==> src/verilog/timer_mode_pkg.sv <==
/*
 * Constants, field positions and carrier types for the dual timer mode block.
 * Assumes a single core clock and an 8-bit special-register port from the core.
 */
// Contract
// Timer 0 with run set and gate 1 counts only while interrupt-0 pin is high.
// Timer 0 with gate 0 counts whenever its run bit is 1.
// Timer 0 source bit: 0 counts system clock, 1 counts the timer 0 pin.
// Each timer has a two-bit mode field: timer 1 bits 5:4, timer 0 bits 1:0.
// Mode 00 is 13-bit, 01 is 16-bit, 10 is 8-bit auto-reload.
// Mode 11: timer 0 low byte counts alone under timer 0 run, gate, source.
// Mode 11: timer 0 high byte counts under timer 1 run and overflow flag.
// Mode 11 on timer 1: its bytes hold and it does not count.
// Timer 1 gate and source bits 7:6 do nothing; timer 1 counts internal clock.
// Run bit 1 starts a timer, 0 halts it.
// Overflow sets the flag; entering the service routine clears it.
// Auto-reload: low byte counts, reloads from high byte on overflow.
// 13-bit mode: high byte above five low bits of the low byte.
package timer_mode_pkg;
    localparam logic [7:0] ADDR_RUN_CTRL  = 8'h88;
    localparam logic [7:0] ADDR_MODE_CFG  = 8'h89;
    localparam logic [7:0] ADDR_T0_LOW    = 8'h8A;
    localparam logic [7:0] ADDR_T1_LOW    = 8'h8B;
    localparam logic [7:0] ADDR_T0_HIGH   = 8'h8C;
    localparam logic [7:0] ADDR_T1_HIGH   = 8'h8D;
    localparam logic [7:0] RESET_BYTE     = 8'h00;
    localparam logic [7:0] LOW13_MASK     = 8'h1F;
    localparam logic [7:0] BYTE_MAX       = 8'hFF;
    localparam logic [4:0] LOW13_MAX      = 5'h1F;
    // Mode register field positions
    localparam int MODE_T0_HW_GATE_ENABLE = 3;
    localparam int MODE_SRC0  = 2;
    localparam int MODE_T1_HI = 5;
    localparam int MODE_T1_LO = 4;
    localparam int MODE_T0_HI = 1;
    localparam int MODE_T0_LO = 0;
    // Run control field positions
    localparam int CTRL_TF1 = 7;
    localparam int CTRL_TR1 = 6;
    localparam int CTRL_TF0 = 5;
    localparam int CTRL_TR0 = 4;

    typedef enum logic [1:0] {
        MODE_13BIT  = 2'b00,
        MODE_16BIT  = 2'b01,
        MODE_RELOAD = 2'b10,
        MODE_SPLIT  = 2'b11
    } timer_mode_e;

    typedef struct packed {
        logic [7:0] low;
        logic [7:0] high;
    } count_pair_s;

    typedef struct packed {
        logic       wrEn;
        logic [7:0] addr;
        logic [7:0] wrData;
    } reg_write_s;
endpackage
==> src/verilog/dual_timer_mode_control.sv <==
/*
 * Dual timer/counter with mode register, run control and overflow flags.
 * Timer 0 counts the core clock or rising edges of its count pin, under an
 * optional hardware gate; timer 1 always counts the core clock.
 * Split mode hands timer 0's high byte to timer 1's run bit and flag, and
 * timer 1 keeps counting in its own mode meanwhile unless it too is set to 11.
 * Assumes pins synchronous to clk and the core's special-register port
 * (write strobe, address, data; combinational read data is registered here).
 * Assumes the core raises a one-cycle service-entry pulse per timer.
 * The count pin must stay high and low for at least one clock per pulse.
 */
`timescale 1ns/1ps
module dual_timer_mode_control
    import timer_mode_pkg::*;
(
    input  wire logic        clk,
    input  wire logic        rst,
    input  wire reg_write_s  regWr,
    input  wire logic [7:0]  rdAddr,
    input  wire logic        ext_irq0_pin,
    input  wire logic        t0_count_pin,
    input  wire logic        t0_isr_enter,
    input  wire logic        t1_isr_enter,
    output logic      [7:0]  rdData,
    output logic             t0_overflow_flag,
    output logic             t1_overflow_flag
);

    ////////////////////////////////////////////////////////////////////////
    // Register state
    logic [7:0]  timer_mode_config_ff, nxt_timer_mode_config;
    logic [7:0]  timer_run_control_ff, nxt_timer_run_control;
    count_pair_s t0_ff, nxt_t0;
    count_pair_s t1_ff, nxt_t1;
    logic        countPinPrev_ff, nxt_countPinPrev;
    logic [7:0]  rdData_ff, nxt_rdData;

    // Mode decode, count qualifiers and byte increments
    timer_mode_e t0Mode, t1Mode;
    logic        t0_run, t1_run, t0Tick, t1Tick;
    logic        t0Ovf, t0HighOvf, t1Ovf;
    logic [7:0]  t0LowInc, t0HighInc, t1LowInc, t1HighInc;

    // Gate, source and mode decode
    always_comb begin
        t0Mode = timer_mode_e'({timer_mode_config_ff[MODE_T0_HI],
                                timer_mode_config_ff[MODE_T0_LO]});
        t1Mode = timer_mode_e'({timer_mode_config_ff[MODE_T1_HI],
                                timer_mode_config_ff[MODE_T1_LO]});
        t0_run = timer_run_control_ff[CTRL_TR0];
        t1_run = timer_run_control_ff[CTRL_TR1];
        // Gate high needs pin high; gate low ignores pin
        t0Tick = t0_run && (!timer_mode_config_ff[MODE_T0_HW_GATE_ENABLE] || ext_irq0_pin)
                 && (timer_mode_config_ff[MODE_SRC0] ? (t0_count_pin && !countPinPrev_ff)
                                                      : 1'b1);
        t1Tick = t1_run;
        // Plain byte increments; the wrap past all ones is the overflow case
        t0LowInc  = t0_ff.low + 8'h01;
        t0HighInc = t0_ff.high + 8'h01;
        t1LowInc  = t1_ff.low + 8'h01;
        t1HighInc = t1_ff.high + 8'h01;
    end

    ////////////////////////////////////////////////////////////////////////
    // Counting, overflow flags and register writes
    always_comb begin
        nxt_t0                = t0_ff;
        nxt_t1                = t1_ff;
        nxt_timer_mode_config = timer_mode_config_ff;
        nxt_timer_run_control = timer_run_control_ff;
        nxt_countPinPrev      = t0_count_pin;
        t0Ovf                 = 1'b0;
        t0HighOvf             = 1'b0;
        t1Ovf                 = 1'b0;

        // Timer 0 on its own run, gate and source
        if (t0Tick) begin
            case (t0Mode)
                // Five low bits carry into the high byte; low[7:5] kept
                MODE_13BIT: begin
                    if ((t0_ff.low & LOW13_MASK) == {3'b000, LOW13_MAX}) begin
                        nxt_t0.low  = t0_ff.low & ~LOW13_MASK;
                        nxt_t0.high = t0HighInc;
                        t0Ovf       = (t0_ff.high == BYTE_MAX);
                    end else begin
                        nxt_t0.low  = t0LowInc;
                    end
                end
                // Low byte carries into the high byte
                MODE_16BIT: begin
                    nxt_t0.low = t0LowInc;
                    if (t0_ff.low == BYTE_MAX) begin
                        nxt_t0.high = t0HighInc;
                        t0Ovf       = (t0_ff.high == BYTE_MAX);
                    end
                end
                // Low byte wraps to the reload value held in the high byte
                MODE_RELOAD: begin
                    nxt_t0.low = (t0_ff.low == BYTE_MAX) ? t0_ff.high : t0LowInc;
                    t0Ovf      = (t0_ff.low == BYTE_MAX);
                end
                // Split: only the low byte answers to timer 0
                default: begin
                    nxt_t0.low = t0LowInc;
                    t0Ovf      = (t0_ff.low == BYTE_MAX);
                end
            endcase
        end

        // Split mode: high byte runs on timer 1 controls
        if (t0Mode == MODE_SPLIT && t1_run) begin
            nxt_t0.high = t0HighInc;
            t0HighOvf   = (t0_ff.high == BYTE_MAX);
        end

        // Timer 1 holds in mode 11
        if (t1Tick && t1Mode != MODE_SPLIT) begin
            case (t1Mode)
                // Five low bits carry into the high byte; low[7:5] kept
                MODE_13BIT: begin
                    if ((t1_ff.low & LOW13_MASK) == {3'b000, LOW13_MAX}) begin
                        nxt_t1.low  = t1_ff.low & ~LOW13_MASK;
                        nxt_t1.high = t1HighInc;
                        t1Ovf       = (t1_ff.high == BYTE_MAX);
                    end else begin
                        nxt_t1.low  = t1LowInc;
                    end
                end
                // Low byte carries into the high byte
                MODE_16BIT: begin
                    nxt_t1.low = t1LowInc;
                    if (t1_ff.low == BYTE_MAX) begin
                        nxt_t1.high = t1HighInc;
                        t1Ovf       = (t1_ff.high == BYTE_MAX);
                    end
                end
                // Low byte wraps to the reload value held in the high byte
                default: begin
                    nxt_t1.low = (t1_ff.low == BYTE_MAX) ? t1_ff.high : t1LowInc;
                    t1Ovf      = (t1_ff.low == BYTE_MAX);
                end
            endcase
        end

        // Software writes first, hardware events after so sets win
        if (regWr.wrEn) begin
            if (regWr.addr == ADDR_MODE_CFG) begin
                nxt_timer_mode_config = regWr.wrData;
            end else if (regWr.addr == ADDR_RUN_CTRL) begin
                nxt_timer_run_control = regWr.wrData;
            end else if (regWr.addr == ADDR_T0_LOW) begin
                nxt_t0.low = regWr.wrData;
            end else if (regWr.addr == ADDR_T1_LOW) begin
                nxt_t1.low = regWr.wrData;
            end else if (regWr.addr == ADDR_T0_HIGH) begin
                nxt_t0.high = regWr.wrData;
            end else if (regWr.addr == ADDR_T1_HIGH) begin
                nxt_t1.high = regWr.wrData;
            end
        end

        // Service entry clears, overflow sets
        if (t0_isr_enter) begin
            nxt_timer_run_control[CTRL_TF0] = 1'b0;
        end
        if (t1_isr_enter) begin
            nxt_timer_run_control[CTRL_TF1] = 1'b0;
        end
        if (t0Ovf) begin
            nxt_timer_run_control[CTRL_TF0] = 1'b1;
        end
        if (t1Ovf || t0HighOvf) begin
            nxt_timer_run_control[CTRL_TF1] = 1'b1;
        end
    end

    ////////////////////////////////////////////////////////////////////////
    // Read mux
    always_comb begin
        if (rdAddr == ADDR_MODE_CFG) begin
            nxt_rdData = nxt_timer_mode_config;
        end else if (rdAddr == ADDR_RUN_CTRL) begin
            nxt_rdData = nxt_timer_run_control;
        end else if (rdAddr == ADDR_T0_LOW) begin
            nxt_rdData = nxt_t0.low;
        end else if (rdAddr == ADDR_T1_LOW) begin
            nxt_rdData = nxt_t1.low;
        end else if (rdAddr == ADDR_T0_HIGH) begin
            nxt_rdData = nxt_t0.high;
        end else if (rdAddr == ADDR_T1_HIGH) begin
            nxt_rdData = nxt_t1.high;
        end else begin
            nxt_rdData = RESET_BYTE;
        end
    end

    // State registers
    always_ff @(posedge clk) begin
        if (rst) begin
            timer_mode_config_ff <= RESET_BYTE;
            timer_run_control_ff <= RESET_BYTE;
            t0_ff                <= '0;
            t1_ff                <= '0;
            countPinPrev_ff      <= 1'b0;
            rdData_ff            <= RESET_BYTE;
            t0_overflow_flag     <= 1'b0;
            t1_overflow_flag     <= 1'b0;
        end else begin
            timer_mode_config_ff <= nxt_timer_mode_config;
            timer_run_control_ff <= nxt_timer_run_control;
            t0_ff                <= nxt_t0;
            t1_ff                <= nxt_t1;
            countPinPrev_ff      <= nxt_countPinPrev;
            rdData_ff            <= nxt_rdData;
            t0_overflow_flag     <= nxt_timer_run_control[CTRL_TF0];
            t1_overflow_flag     <= nxt_timer_run_control[CTRL_TF1];
        end
    end

    // Read data straight from its register
    assign rdData = rdData_ff;

endmodule

==> config.mk <==
export PLATFORM = sky130hd
export DESIGN_NAME = dual_timer_mode_control
export DESIGN_NICKNAME = d
export VERILOG_FILES = /design/src/verilog/timer_mode_pkg.sv /design/src/verilog/dual_timer_mode_control.sv
export SDC_FILE = /design/constraint.sdc
export NUM_CORES = 1
export LEC_CHECK = 0
export ABC_AREA = 1
export BUFFER_PORTS_ARGS = -buffer_cell sky130_fd_sc_hd__buf_4
export CORE_UTILIZATION = 23
export CTS_CLUSTER_DIAMETER = 150
export DETAILED_ROUTE_END_ITERATION = 6
export MAX_ROUTING_LAYER = met4
export PLACE_DENSITY = 0.46
export SLEW_MARGIN = 20
export SYNTH_ARGS = -nofsm -noshare
export SYNTH_HDL_FRONTEND = slang
export SYNTH_SLANG_ARGS = --single-unit
==> constraint.sdc <==
create_clock -name clk -period 2.9 [get_ports clk]
set_input_delay 0.145 -clock clk [delete_from_list [all_inputs] [get_ports clk]]
set_output_delay 0.145 -clock clk [all_outputs]
set_load 0.005 [all_outputs]
== Word level (Yosys, flattened, before mapping) ==
Cells that the tools add are included.

* Register bits: 59
* Bits of input ports: 31
* Output and inout bits: 10
* Word-level logic and storage cells: 103

* Mux-type cells: 55
* Reductions and logical operators: 11
* Add/subtract/negate cells: 4
* Equal/unequal tests: 23

{| class="wikitable"
|+ Operators by type and width
! operator !! count
|-
| two-way mux 8 bit || 28
|-
| two-way mux 16 bit || 9
|-
| == test 8 bit, second input constant || 16
|-
| case mux 8 bit (2 select lines) || 4
|-
| adder 8 x 1 -> 8 bit, second input constant || 4
|-
| two-way mux 1 bit || 12
|-
| == test 5 bit, second input constant || 2
|-
| logical AND 1 bit || 5
|-
| == test 2 x 1 -> 1 bit, second input constant || 2
|-
| == test 2 bit, second input constant || 2
|-
| zero test 2 bit || 2
|-
| case mux 1 bit (2 select lines) || 2
|-
| zero test 1 bit || 2
|-
| logical OR 1 bit || 2
|-
| inequality test 2 bit, second input constant || 1
|}

== Depth between registers and ports, before layout ==
* Depth in word-level cells: 17
* Mapped depth: 19
* Gate-level depth less buffers: 19

== Worst setup path before layout ==
No wires, ideal clock.

* Path kind: register -> register
* From: reg t0_ff[8] in the netlist's numbering
* To: reg rdData_ff[5] (netlist: rdData[5])
* Period minus slack after synthesis: 1.965 ns
* Data arrival time: 1.856 ns
* Data required time: 2.791 ns
* Slack: 0.935 ns
* Stages on the path, launching flop included: 20
* Cell sequence: dfxtp_1 > ha_1 > nand2_1 > nor2_8 > ha_1 > inv_1 > nor2_2 > inv_2 > nand2_2 > inv_2 > nand2_1 > nand2_1 > nand2_1 > nand2_1 > nand2_1 > nand2_1 > nand2_1 > nand4_1 > nand2_1 > inv_1

* Longest elaborated chain between the ends: 16

{| class="wikitable"
|+ RTL lines
! item !! line !! RTL
|-
| start: declaration || dual_timer_mode_control.sv:33 || <nowiki>count_pair_s t0_ff, nxt_t0;</nowiki>
|-
| start signal: assignment || dual_timer_mode_control.sv:211 || <nowiki>t0_ff <= nxt_t0;</nowiki>
|-
| == test 8 bit / == test 5 bit (equally long branches) || -- ||
|-
| two-way mux 8 bit (on tied branches) || dual_timer_mode_control.sv:92, dual_timer_mode_control.sv:81 ||
|-
| case mux 8 bit (2 select lines) || dual_timer_mode_control.sv:78 || <nowiki>case (t0Mode)</nowiki>
|-
| two-way mux 16 bit || dual_timer_mode_control.sv:77 || <nowiki>if (t0Tick) begin</nowiki>
|-
| two-way mux 8 bit || dual_timer_mode_control.sv:111 || <nowiki>if (t0Mode == MODE_SPLIT && t1_run) begin</nowiki>
|-
| two-way mux 8 bit || dual_timer_mode_control.sv:155 || <nowiki>end else if (regWr.addr == ADDR_T0_HIGH) begin</nowiki>
|-
| two-way mux 8 bit || dual_timer_mode_control.sv:153 || <nowiki>end else if (regWr.addr == ADDR_T1_LOW) begin</nowiki>
|-
| two-way mux 8 bit || dual_timer_mode_control.sv:151 || <nowiki>end else if (regWr.addr == ADDR_T0_LOW) begin</nowiki>
|-
| two-way mux 16 bit || dual_timer_mode_control.sv:149 || <nowiki>end else if (regWr.addr == ADDR_RUN_CTRL) begin</nowiki>
|-
| two-way mux 16 bit || dual_timer_mode_control.sv:147 || <nowiki>if (regWr.addr == ADDR_MODE_CFG) begin</nowiki>
|-
| two-way mux 16 bit || dual_timer_mode_control.sv:146 || <nowiki>if (regWr.wrEn) begin</nowiki>
|-
| two-way mux 8 bit || dual_timer_mode_control.sv:188 || <nowiki>end else if (rdAddr == ADDR_T0_HIGH) begin</nowiki>
|-
| two-way mux 8 bit || dual_timer_mode_control.sv:186 || <nowiki>end else if (rdAddr == ADDR_T1_LOW) begin</nowiki>
|-
| two-way mux 8 bit || dual_timer_mode_control.sv:184 || <nowiki>end else if (rdAddr == ADDR_T0_LOW) begin</nowiki>
|-
| two-way mux 8 bit * || dual_timer_mode_control.sv:182 || <nowiki>end else if (rdAddr == ADDR_RUN_CTRL) begin</nowiki>
|-
| two-way mux 8 bit * || dual_timer_mode_control.sv:180 || <nowiki>if (rdAddr == ADDR_MODE_CFG) begin</nowiki>
|-
| end signal: assignment || dual_timer_mode_control.sv:214 || <nowiki>rdData_ff <= nxt_rdData;</nowiki>
|-
| end: declaration || dual_timer_mode_control.sv:36 || <nowiki>logic [7:0] rdData_ff, nxt_rdData;</nowiki>
|}

Every way passes the cells marked *; elsewhere a longest branch is shown, timed or not.
A chain may end at the register's enable or synchronous reset.

== Worst setup path after layout ==
* From: reg t0_ff[8] in the netlist's numbering
* To: reg rdData_ff[6] (netlist: rdData[6])

* Longest elaborated chain between the ends: 16

{| class="wikitable"
|+ RTL lines
! item !! line
|-
| == test 8 bit / == test 5 bit (equally long branches) || dual_timer_mode_control.sv:92, dual_timer_mode_control.sv:99, dual_timer_mode_control.sv:81
|-
| two-way mux 8 bit (on tied branches) || dual_timer_mode_control.sv:92, dual_timer_mode_control.sv:81
|-
| case mux 8 bit (2 select lines) || dual_timer_mode_control.sv:78
|-
| two-way mux 16 bit * || dual_timer_mode_control.sv:77
|-
| two-way mux 8 bit || dual_timer_mode_control.sv:111
|-
| two-way mux 8 bit || dual_timer_mode_control.sv:155
|-
| two-way mux 8 bit || dual_timer_mode_control.sv:153
|-
| two-way mux 8 bit || dual_timer_mode_control.sv:151
|-
| two-way mux 16 bit || dual_timer_mode_control.sv:149
|-
| two-way mux 16 bit || dual_timer_mode_control.sv:147
|-
| two-way mux 16 bit * || dual_timer_mode_control.sv:146
|-
| two-way mux 8 bit || dual_timer_mode_control.sv:188
|-
| two-way mux 8 bit || dual_timer_mode_control.sv:186
|-
| two-way mux 8 bit * || dual_timer_mode_control.sv:184
|-
| two-way mux 8 bit * || dual_timer_mode_control.sv:182
|-
| two-way mux 8 bit * || dual_timer_mode_control.sv:180
|}

Marked as above.

==> results_dict.tcl <==
set metrics [dict create \
    outcome "finished, final reports clean" \
    start_kind "flop" \
    swShare_pct 21.5 \
    synth_top_family_by_area "simple AND/OR/NAND/NOR gates" \
    io_buffers 40 \
    syn-num-nets 748 \
    syn_inst 712 \
    cts.clk_slew.worst_paths_ns 0.05 \
    synth_xor_area_share_pct 1.48 \
    yosys.area_share.simple_pct 45.9 \
    place_ws_ns 0.615 \
    syn_area_mm2 0.00415 \
    leakage_nw 2.28 \
    synthAdderAreaFrac_pct 1.51 \
    ys_seq_area_share_pct 27.5 \
    antenna_found_initial 0 \
    path_delay_family "simple AND/OR/NAND/NOR gates" \
    drc 0 \
    hold_slack_ns 0.0387 \
    synth_area_per_cell_um2 5.83 \
    diodes 0 \
    ys.flop_type "dfxtp_1" \
    cts_tree "done" \
    synth.distinct_cells 39 \
    critPathMostFrequentCell "nor2_1" \
    ant_nets 0 \
    setup_violations 0 \
    design.portCount 41 \
    dr.pass1.iters 5 \
    synth-compound-area-share_pct 13.6 \
    rows 48 \
    skew_ns 0.00661 \
    grt_setup_unrepaired "false" \
    gp_congestion 0.850 \
    grt_pass1_wl_mm 22.7 \
    crit_path_top_delay_cell "dfxtp_1" \
    power.density_mw_per_mm2 410 \
    fp.dieW_um 136 \
    worstPathMaxFanout 7 \
    grtUsageTotal_pct 16.8 \
    finalHoldViolCount 0 \
    setup_tns_ns 0 \
    grt_max_degree 51 \
    intPower_mw 1.62 \
    dp_hpwl_mm 11.3 \
    use_met3_pct 2.87 \
    top_usage_layer "met2" \
    grt_use_met1_pct 23.1 \
    hp-class "in2reg" \
    root_buffer "clkbuf_16" \
    switchingPower_uw 443 \
    period_needed_ns 2.29 \
    slowest_delay_ns 0.37 \
    worstPathCellList "ha_1, nand2_1, nor2_8, ha_1, inv_1, nor2_2, inv_2, nand2_2, inv_2, nor2_1, nor2_1, o21ai_1, nor2_2, nor2_1, a21oi_1" \
    final_cell_mix "nand2_1 (228), nor2_1 (102), inv_1 (73)" \
    drive_gt1_share_pct 14.6 \
    cts-buffers-inserted 9 \
    grt_pass1_vias 4171 \
    cp-end-kind "flop" \
    ctsHtreeMaxLevel 3 \
    layout_setup_ws_ns 0.607 \
    cts_resized 0 \
    worst-r2r-setup-slack_ns 0.61 \
    drt-initial-drc-count 301 \
    area_growth_pct 20.9 \
    crit_arrival_ns 2.51 \
    yosys_register_bits 57 \
    max_freq_mhz 436 \
    routed_wl_mm 14.3 \
    synth-warning-count 0 \
    initial_core_util_pct 23.8 \
    peakVddDrop_mv 0.247 \
    critPathBufInv 3 \
    die_y_um 136 \
    clock_path_buffers 2 \
    seq_power_share_pct 38.3 \
    required_ns 3.12 \
    core_area_mm2 0.0175 \
    synth.area.mux_share_pct 0 \
    clkSinkCount 57 \
    final.period_utilization_pct 79.1 \
    dieArea_mm2 0.0186 \
    cap_viol_max_count 0 \
    maxSlewHeadroom_pct 55.6 \
    final_net_count 789 \
    p_comb_share_pct 4.8 \
    critical_path_class "reg2reg" \
    synth_edf_count 0 \
    use_met2_pct 25.5 \
    overflow 0 \
    avgRoutedWirePerCell_um 14.5 \
    clkPwrFrac_pct 56.9 \
    worst_pin_slew_ns 0.665 \
    layout_commonest_cell "nand2_1" \
    post_cts_buffers 0 \
    viasPerCell 4.56 \
    async_flop_share_pct 0 \
    final_util_pct 28.7 \
    clock_latency_ns 0.33 \
    dr_total_vias 4481 \
    drv_slew 0 \
    ctsHoldBuffers 0 \
]
==> flip-flops by register name (all words and copies together), names as in the netlist <==
register              count
t0_ff                    16
t1_ff                    16
rdData                    8
timer_mode_config_ff      8
timer_run_control_ff      7
countPinPrev_ff           1
t1_overflow_flag          1
==> metal layers <==
metal  part of all wire (%)  up-vias
met5                      0        -
met4                   0.48        0
met3                    4.6        4
met2                     44      102
met1                     51     2033
li1                       -     2342
==> cell type report <==
type                    instances  area, µm²
flip-flops and latches         57       1140
fillers                      2004      12500
multi-input cells             549       2600
clock buffers                  11        253
repair buffers                 43        323
clock inverters                 5       77.6
inverters                      93        349
well taps                     225        282
==> final timing paths <==
check,start,end,cells after the start
hold reg to reg,timer_run_control_ff[1]$_SDFF_PP0_,timer_run_control_ff[1]$_SDFF_PP0_,2
setup reg to reg,t0_ff[8]$_SDFF_PP0_,rdData[6]$_SDFF_PP0_,15
hold / removal,t0_count_pin,countPinPrev_ff$_SDFF_PP0_,3
setup / recovery,t0_ff[8]$_SDFF_PP0_,rdData[6]$_SDFF_PP0_,15
==> Yosys cell counts (all sizes together), types with 2 or more instances <==
master | n | area [µm²]
a21oi | 39 | 210
a22oi | 2 | 15.0
buf | 6 | 38.8
clkbuf | 7 | 26.3
dfxtp | 57 | 1140
ha | 5 | 62.6
inv | 92 | 345
nand2 | 236 | 916
nand3 | 66 | 358
nand3b | 2 | 15.0
nand4 | 9 | 56.3
nor2 | 115 | 498
nor3 | 6 | 51.3
o211ai | 3 | 22.5
o21ai | 53 | 288
o21bai | 2 | 15.0
xnor2 | 2 | 17.5
xor2 | 5 | 43.8
==> cells by family after synthesis <==
logic type | count (synthesis)
simple gates | 436
buf+inv | 106
compound gates | 101
flops | 57
xor+xnor | 7
fa+ha+maj | 5
==> power by group through the flow <==
stage	logic, mW	registers [mW]	clock network (mW)
final	0.0995	0.788	1.17
after global routing	0.110	0.788	1.24
after CTS	0.101	0.788	1.20
after detailed placement	0.101	0.805	0
after global placement	0.101	0.805	0
after floorplan	0.0430	0.804	0
==> stage by stage <==
step	cell area, µm²	cells	total power, mW
final	5020	983	2.06
after global routing	5020	983	2.14
after CTS	5020	983	2.09
after detailed placement	4690	967	0.906
after global placement	4690	967	0.906
after floorplan	4150	712	0.847
==> worst reg2reg max path, cell delays in order (launching register included) <==
cell     delay, ns
dfxtp_1       0.37
ha_1          0.20
nand2_1       0.14
nor2_8        0.17
ha_1          0.19
inv_1         0.08
nor2_2        0.19
inv_2         0.08
nand2_2       0.11
inv_2         0.06
nor2_1        0.09
nor2_1        0.05
o21ai_1       0.22
nor2_2        0.05
nor2_1        0.12
a21oi_1       0.07
Power figures use the tool's default switching activity.
